==> src/cdsx_pkg.sv <==
// package of constants for the complement/decrement/skip execution block
package cdsx_pkg;
  localparam int INSTR_W = 14;
  localparam int DATA_W = 8;
  localparam int ADDR_W = 7;
  localparam int DEST_BIT = 7;
  localparam int OP_HI = 13;
  localparam int OP_LO = 8;
  localparam logic [5:0] INVERT_REG_OP = 6'h09;
  localparam logic [5:0] DEC_REG_OP = 6'h03;
  localparam logic [5:0] DEC_SKIP_IF_NULL_OP = 6'h0B;
  localparam int QPHASES = 4;
  typedef enum logic [1:0]
  {
    CDSX_Q1 = 2'b00,
    CDSX_Q2 = 2'b01,
    CDSX_Q3 = 2'b10,
    CDSX_Q4 = 2'b11
  } cdsx_phase_t;
endpackage : cdsx_pkg

==> src/cdsx_dec_if.sv <==
// interface carrying decoded instruction fields
interface cdsx_dec_if;
  logic [6:0] addr;
  logic dest;
  logic is_inv;
  logic is_dec;
  logic is_dsz;
  modport dec (output addr, output dest, output is_inv, output is_dec, output is_dsz);
  modport use_side (input addr, input dest, input is_inv, input is_dec, input is_dsz);
endinterface : cdsx_dec_if

==> src/cdsx_exec.sv <==
// execution unit for invert, decrement and decrement-skip
module cdsx_exec
(
  input wire logic I_CORE_CLK,
  input wire logic I_RST,
  input wire logic [13:0] I_INSTR,
  input wire logic [7:0] I_FILE_RDATA,
  output logic [1:0] O_QPHASE,
  output logic [6:0] O_FILE_ADDR,
  output logic O_FILE_RD,
  output logic O_FILE_WR,
  output logic [7:0] O_FILE_WDATA,
  output logic O_ACC_WR,
  output logic [7:0] O_ACC_WDATA,
  output logic O_ZERO_WR,
  output logic O_ZERO_VAL,
  output logic O_SKIP_NOP,
  output logic O_BUSY
);
  cdsx_dec_if fld ();
  cdsx_pkg::cdsx_phase_t phase_reg;
  logic [13:0] instr_reg;
  logic [7:0] opnd_reg;
  logic [7:0] res_reg;
  logic [7:0] res_next;
  logic skip_reg;
  logic nop_cycle_reg;
  logic active;

  cdsx_decode u_dec
  (
    .i_instr(instr_reg),
    .o_fields(fld)
  );

  assign active = !nop_cycle_reg && (fld.is_inv || fld.is_dec || fld.is_dsz);

  always_ff @(posedge I_CORE_CLK or posedge I_RST)
  begin
    if (I_RST)
      phase_reg <= cdsx_pkg::CDSX_Q1;
    else
    begin
      case (phase_reg)
        cdsx_pkg::CDSX_Q1: phase_reg <= cdsx_pkg::CDSX_Q2;
        cdsx_pkg::CDSX_Q2: phase_reg <= cdsx_pkg::CDSX_Q3;
        cdsx_pkg::CDSX_Q3: phase_reg <= cdsx_pkg::CDSX_Q4;
        default: phase_reg <= cdsx_pkg::CDSX_Q1;
      endcase
    end
  end

  // instruction latch at decode phase
  always_ff @(posedge I_CORE_CLK or posedge I_RST)
  begin
    if (I_RST)
      instr_reg <= 14'h0000;
    else if (phase_reg == cdsx_pkg::CDSX_Q4)
      instr_reg <= I_INSTR;
  end

  always_ff @(posedge I_CORE_CLK or posedge I_RST)
  begin
    if (I_RST)
      nop_cycle_reg <= 1'b0;
    else if (phase_reg == cdsx_pkg::CDSX_Q4)
      nop_cycle_reg <= skip_reg;
  end

  // operand read in second phase
  always_ff @(posedge I_CORE_CLK or posedge I_RST)
  begin
    if (I_RST)
      opnd_reg <= 8'h00;
    else if (phase_reg == cdsx_pkg::CDSX_Q2 && active)
      opnd_reg <= I_FILE_RDATA;
  end

  always_comb
  begin
    if (fld.is_inv)
      res_next = ~opnd_reg;
    else
      res_next = opnd_reg - 8'h01;
  end

  // result processed in third phase
  always_ff @(posedge I_CORE_CLK or posedge I_RST)
  begin
    if (I_RST)
      res_reg <= 8'h00;
    else if (phase_reg == cdsx_pkg::CDSX_Q3 && active)
      res_reg <= res_next;
  end

  always_ff @(posedge I_CORE_CLK or posedge I_RST)
  begin
    if (I_RST)
      skip_reg <= 1'b0;
    else if (phase_reg == cdsx_pkg::CDSX_Q3)
      skip_reg <= active && fld.is_dsz && (res_next == 8'h00);
    else if (phase_reg == cdsx_pkg::CDSX_Q1)
      skip_reg <= 1'b0;
  end

  always_comb
  begin
    O_FILE_WR = 1'b0;
    O_ACC_WR = 1'b0;
    O_ZERO_WR = 1'b0;
    if (phase_reg == cdsx_pkg::CDSX_Q4 && active)
    begin
      O_FILE_WR = fld.dest;
      O_ACC_WR = !fld.dest;
      O_ZERO_WR = !fld.is_dsz;
    end
  end

  assign O_QPHASE = phase_reg;
  assign O_FILE_ADDR = fld.addr;
  assign O_FILE_RD = (phase_reg == cdsx_pkg::CDSX_Q2) && active;
  assign O_FILE_WDATA = res_reg;
  assign O_ACC_WDATA = res_reg;
  assign O_ZERO_VAL = (res_reg == 8'h00);
  assign O_SKIP_NOP = nop_cycle_reg;
  assign O_BUSY = active;
endmodule : cdsx_exec

==> src/cdsx_decode.sv <==
// field decoder for the instruction word
module cdsx_decode
(
  input wire logic [13:0] i_instr,
  cdsx_dec_if.dec o_fields
);
  logic [5:0] op;
  assign op = i_instr[cdsx_pkg::OP_HI:cdsx_pkg::OP_LO];
  assign o_fields.addr = i_instr[cdsx_pkg::ADDR_W-1:0];
  assign o_fields.dest = i_instr[cdsx_pkg::DEST_BIT];
  assign o_fields.is_inv = (op == cdsx_pkg::INVERT_REG_OP);
  assign o_fields.is_dec = (op == cdsx_pkg::DEC_REG_OP);
  assign o_fields.is_dsz = (op == cdsx_pkg::DEC_SKIP_IF_NULL_OP);
endmodule : cdsx_decode

==> config.mk <==
export PLATFORM = sky130hd
export DESIGN_NAME = cdsx_exec
export DESIGN_NICKNAME = d
export VERILOG_FILES = /design/src/cdsx_pkg.sv /design/src/cdsx_dec_if.sv /design/src/cdsx_exec.sv /design/src/cdsx_decode.sv
export SDC_FILE = /design/constraint.sdc
export NUM_CORES = 1
export LEC_CHECK = 0
export BUFFER_PORTS_ARGS = -buffer_cell sky130_fd_sc_hd__buf_2
export CAP_MARGIN = 20
export CORE_MARGIN = 2
export CORE_UTILIZATION = 46
export DETAILED_ROUTE_END_ITERATION = 16
export GPL_ROUTABILITY_DRIVEN = 0
export PLACE_DENSITY = 0.84
export RECOVER_POWER = 50
export SYNTH_ARGS = -nofsm -noshare
export SYNTH_HDL_FRONTEND = slang
export SYNTH_SLANG_ARGS = --single-unit
==> constraint.sdc <==
create_clock -name I_CORE_CLK -period 1.95 [get_ports I_CORE_CLK]
set_clock_uncertainty 0.1 [all_clocks]
set_input_delay 0 -clock I_CORE_CLK [delete_from_list [all_inputs] [get_ports I_CORE_CLK]]
set_output_delay 0 -clock I_CORE_CLK [all_outputs]
set_load 0.01 [all_outputs]
* Word-level counts from Yosys, hierarchy flattened
Index checks and enable logic that the tools add are counted.
** Storage, ports and cells
- Register bits :: 34
- Input bits :: 24
- Word-level logic and storage cells :: 36
** Operators by class
- Add/subtract/negate cells :: 1
- Eq/ne operators :: 6
- Multiplexer cells :: 7
- Bitwise gates (word level) :: 1
- Reduce and logical (&&, ||, !) cells :: 15
** Operator list (number)
- zero test 8 bit :: 2
- == test 6 x 4 -> 1 bit, second input constant :: 2
- 2-to-1 mux 8 bit :: 1
- inverter 8 bit :: 1
- subtractor 8 x 1 -> 8 bit, second input constant :: 1
- == test 6 x 2 -> 1 bit, second input constant :: 1
- logical AND 1 bit :: 6
- one-hot mux 2 bit (3 select lines) :: 1
- 2-to-1 mux 1 bit :: 5
- == test 2 bit, second input constant :: 2
- zero test 1 bit :: 3
- == test 2 x 1 -> 1 bit, second input constant :: 1
- zero test 2 bit :: 1
- logical OR 1 bit :: 2
- nonzero test 2 bit :: 1

* Longest topological paths before layout
- Word-level depth :: 7
- Depth in mapped cells :: 7

* Hierarchy
A second synthesis with hierarchy kept.
** Unflattened totals
- Cell total of the unflattened synthesis :: 137
- Area total of the unflattened synthesis :: 1702.9 µm²
** By module, submodules not included
- cdsx_exec :: times used 1, cells an instance 125, area an instance 1604.0 µm², seq. area each 850.8 µm²
- cdsx_decode :: times used 1, cells an instance 12, area an instance 98.8 µm², seq. area each 0.0 µm²

* Worst setup path before layout
Ideal clock, no wire load.
- Path kind :: reg-to-reg
- Start point :: register phase_reg[0] (netlist: O_QPHASE[0])
- End point :: register skip_reg
- Arrival time :: 1.836 ns
- Required time :: 1.749 ns
- Setup slack :: -0.087 ns
- Cell stages (with the launch flop) :: 7
- Path buffers :: 0
- Path through :: dfrtp_1 > inv_1 > ha_1 > nor4bb_1 > nand2_2 > or4_1 > o32ai_1
** Between the ends
- Cells in the longest elaborated chain, start to end :: 2
- Elaborated cells between the ends (all ways) :: 4
** RTL lines
- from (decl) :: RTL line cdsx_exec.sv:21 : cdsx_pkg::cdsx_phase_t phase_reg;
- from (signal assigned) :: RTL line cdsx_exec.sv:41 : phase_reg <= cdsx_pkg::CDSX_Q1;
- from (signal assigned) :: RTL line cdsx_exec.sv:45 : cdsx_pkg::CDSX_Q1: phase_reg <= cdsx_pkg::CDSX_Q2;
- from (signal assigned) :: RTL line cdsx_exec.sv:46 : cdsx_pkg::CDSX_Q2: phase_reg <= cdsx_pkg::CDSX_Q3;
- == test 2 bit / zero test 2 bit (equally long branches) :: RTL line cdsx_exec.sv:100, cdsx_exec.sv:102
- 2-to-1 mux 1 bit / nonzero test 2 bit (equally long branches)
- to (signal assigned) :: RTL line cdsx_exec.sv:101 : skip_reg <= active && fld.is_dsz && (res_next == 8'h00);
- to (decl) :: RTL line cdsx_exec.sv:26 : logic skip_reg;
Parallel ways exist; a longest one is shown, timed or not.
A chain may end at the register's enable or synchronous reset.

* Worst setup path in the final report
- Start point :: register instr_reg[12]
- End point :: output O_ACC_WR
** Between the ends
- Cells in the longest elaborated chain, start to end :: 6
- Elaborated cells between the ends (all ways) :: 8
** RTL lines
- from (decl) :: RTL line cdsx_exec.sv:22 : logic [13:0] instr_reg;
- from (signal assigned) :: RTL line cdsx_exec.sv:57 : instr_reg <= 14'h0000;
- from (signal assigned) :: RTL line cdsx_exec.sv:59 : instr_reg <= I_INSTR;
- == test 6 x 4 -> 1 bit / == test 6 x 2 -> 1 bit (equally long branches) :: RTL line cdsx_decode.sv:11, cdsx_decode.sv:12
- logical OR 1 bit :: RTL line cdsx_exec.sv:36 : assign active = !nop_cycle_reg && (fld.is_inv || fld.is_dec || fld.is_dsz);
- logical OR 1 bit * :: RTL line cdsx_exec.sv:36
- logical AND 1 bit * :: RTL line cdsx_exec.sv:36
- logical AND 1 bit * :: RTL line cdsx_exec.sv:111 : if (phase_reg == cdsx_pkg::CDSX_Q4 && active)
- 2-to-1 mux 1 bit * :: RTL line cdsx_exec.sv:111
- to (decl) :: RTL line cdsx_exec.sv:13 : output logic O_ACC_WR,
Mark *: on every way between the ends. The rest lies on a longest branch, timed or not.

==> summary.md <==
| Metric | Value |
|---|---|
| Mapped Cells | around 160 |
| Core area | approximately 3700 um2 |
| Register area share after synthesis | 47.5% |
| Power Density | between 600 and 700 nW/um2 |
| CP Capture Type | output pin |
| Req. time, crit path | 1.85 ns |
| Number of fill cells | 273 |
| Clock network power share | 30.5% |
| Commonest non-fill, non-tap cell in the layout | buf_2 |
| GRT Residual Overflow | 0 |
| Critical Path AT | ~2.0 ns |
| Synthesized area | 1790 um2 |
| Max-slew violation total from the final report | 0 |
| Nets | roughly 280 |
| CP max FO | 4 |
| Worst Min Path Start | I_INSTR[10] |
| Fin. Hold Viols | 0 |
| CTS Buffer Depth | 2 |
| Top Family by Delay on Critical Path | simple AND/OR/NAND/NOR gates |
| H-Tree Depth | 2 |
| CP startpoint kind | flip-flop |
| Via-per-instance ratio | 4.85 |
| Final instance area | 2610 um2 |
| Worst reg-to-reg setup slack | -0.08 ns |
| Crit. Startpoint | instr_reg[12] |
| Clock root buffer | clkbuf_8 |
| Post-route clock period utilization | 105% |
| Avg WL per Cell | 14.0 um |
| Worst VDD drop | 427 uV |
| Clock-pin slew on the worst setup and hold paths | 0.07 ns |
| Worst-skew pair later-pin latency | approximately 0.29 ns |
| Synthesized flop and latch total | 34 |
| Synth warn | 0 |
| Sw Share | 29.0% |
| CTS buffer count | 5 |
| Critical path type | reg -> out |
| Die ar. | between 4000 and 5000 um2 |
| Vias post-DR | around 1500 |
| Async SR Flop Fraction | 100% |
| Most frequent cells in the layout | 45 x buf_2, 34 x dfrtp_1, 23 x dlygate4sd3_1, 23 x buf_4, 20 x mux2_2 |
| Antenna Nets Post-Route | 0 |
| Violated checks | negative setup slack |
| Flop pwr share | 47.3% |
| TritonCTS clock tree | yes |
| Number of primary I/O pins | 56 |
| Hold Path End | instr_reg[10] |
| Total Routing Usage GR | 21.8% |
| R2R cell count | 7 |
| Syn nets | 190 |
| Chip Height | 66.4 um |
| Number of flip-flops in the largest register | 14 |
| # rows | 22 |
| Worst r2r src | instr_reg[12] |
| Hold Path Stages | 4 |
| Vias in the first global route | 1527 |
| P_sw | 515 uW |
| Largest net degree at the start of global routing | 35 |
| Synth cell types | 33 |
| Critical R2R Capture | opnd_reg[3] |
| Die width | 66.4 um |
| Worst hold margin | 0.347 ns |
| Post-synth EDFFs | 0 |
| Detail Placement HPWL | ~2.6 mm |
| RSZ-0062 raised after global routing | yes |
| Total chip power | 1780 uW |
| Final setup viols | 11 |
| Worst-margin pin slew | 0.853 ns |
| Slowest CP cell | or3b_4 |
| Worst setup margin | -0.0951 ns |
| # Max-Cap Violations | 0 |
| CP peak stage delay | 0.43 ns |
| Final min period | between 2 and 2.5 ns |
| Logic pwr share | between 20 and 25% |
| Port bufs | 55 |
| Inserted Diodes | 0 |
| HP Class | in -> reg |
| Drt drc | 0 |
| Fmax | 489 MHz |
| Num Clock Sinks | 34 |
| Area delta synth->final | 45.6% |
| Status | complete, but fails checks |
| Total wire length | 4.24 mm |
| Detailed Route Iter0 Violations | 85 |
| DRT Pass-1 Iters | 4 |
| Final TNS setup | -0.657 ns |
| Initial Util | 48.2% |
| Pre-CTS WS | -0.0370 ns |
| First-pass GRT wire length | 6.96 mm |
| Initial antenna violation count | 0 |
| Crit path cell chain | or3b_4 -> buf_6 -> nor4_4 -> buf_4 -> nand2_2 -> nor2_1 -> buf_2 |
| Int Power | 1260 uW |
| Commonest register cell after synthesis | dfrtp_1 |
| Leak | 0.00126 uW |
| CP bufs+invs | 3 |
| Placed cell areas | 2130 um2 |
| Synth Area per Inst | 11.1 um2 |
| Slew HR | 43.1% |
| Layout cells sized above 1 | approximately half |
-- how the worst max path moves through the flow --
stage,to,slack [ns],depth (start not counted)
finish,O_ACC_WR,-0.1,7
global route,O_ACC_WR,-0.15,7
CTS,O_FILE_WR,-0.03,6
detailed placement,O_ACC_WDATA[2],-0.04,6
global placement,skip_reg,0.01,5
floorplan,skip_reg,-0.02,6
-- cells in the mapped netlist (2+ instances only) --
cell	n	share of area (%)
nand2_1	13	2.7
mux2_2	20	13
nor3_1	5	1.4
nor4_4	2	2.4
or4_1	3	1.3
nand3_1	3	0.84
nand2_2	2	0.70
a21oi_1	2	0.56
inv_1	8	1.7
dfrtp_1	34	47
buf_4	15	6.3
ha_1	5	3.5
xor2_1	6	2.9
nor2_1	11	2.3
clkbuf_1	3	0.63
o21ai_0	10	2.8
and3_1	3	1.0
-- logic make-up (layout without fill, tap and decap cells) --
| group | count (synthesis) | count (layout) | share of synthesized area, % |
|---|---|---|---|
| AOI/OAI and AO/OA | 17 | 17 | 5.80 |
| xor gates and xnor gates | 7 | 7 | 3.42 |
| adders and majority gates | 5 | 5 | 3.49 |
| buffers and inverters | 27 | 122 | 9.22 |
| DFF | 34 | 34 | 47.5 |
| muxes | 21 | 21 | 13.1 |
| and+or+nand+nor | 50 | 50 | 17.5 |
-- routing by layer --
layer / vias up / global-route usage (%) / wire [um]
met5: - / 0 / 0
met1: 684 / 26.0 / 1890
met4: 0 / 11.5 / 118
met2: 41 / 36.6 / 2090
li1: 737 / - / -
met3: 12 / 4.43 / 153
-- cell type report --
type / instances / area (um2) / area share, %
Multi-Input combinational cell: 100 / 840 / 32.2
Clock buffer: 6 / 82.6 / 3.17
Sequential cell: 34 / 851 / 32.6
Clock inverter: 2 / 12.5 / 0.480
Timing Repair Buffer: 106 / 731 / 28.0
Inverter: 8 / 32.5 / 1.25
Tap cell: 48 / 60.1 / 2.30
-- timing repair --
action                                  in CTS  in global routing
hold buffers                                23                  0
endpoints found under the hold margin       56                  0
pin swaps                                   10                  5
setup buffers                               11                  1
gates resized for setup                      6                 19
endpoints found under the setup margin      11                 17
gates cloned                                 0                  0
-- worst register-to-register path, cell delays in order, from the launching register on --
cell and delay, ns:
dfrtp_1 0.38, or3b_4 0.43, buf_6 0.14, nor4_4 0.22, buf_4 0.18, nand2_4 0.06, buf_6 0.14, mux2_2 0.27
-- per-stage QoR --
step / utilization (%) / instances
2_1_floorplan: - / 161
3_3_place_gp: 57.3 / 261
3_5_place_dp: 57.3 / 261
4_1_cts: 69.0 / 303
5_1_grt: 70.2 / 304
6_report: 70.2 / 304
-- power by group through the flow --
stage,sequential (uW),clock [uW],combinational (uW)
CTS,837,549,383
global route,850,584,436
global placement,850,0,316
finish,839,541,394
floorplan,855,0,217
detailed placement,854,0,325
No activity file was read; power rests on OpenSTA's default activity.
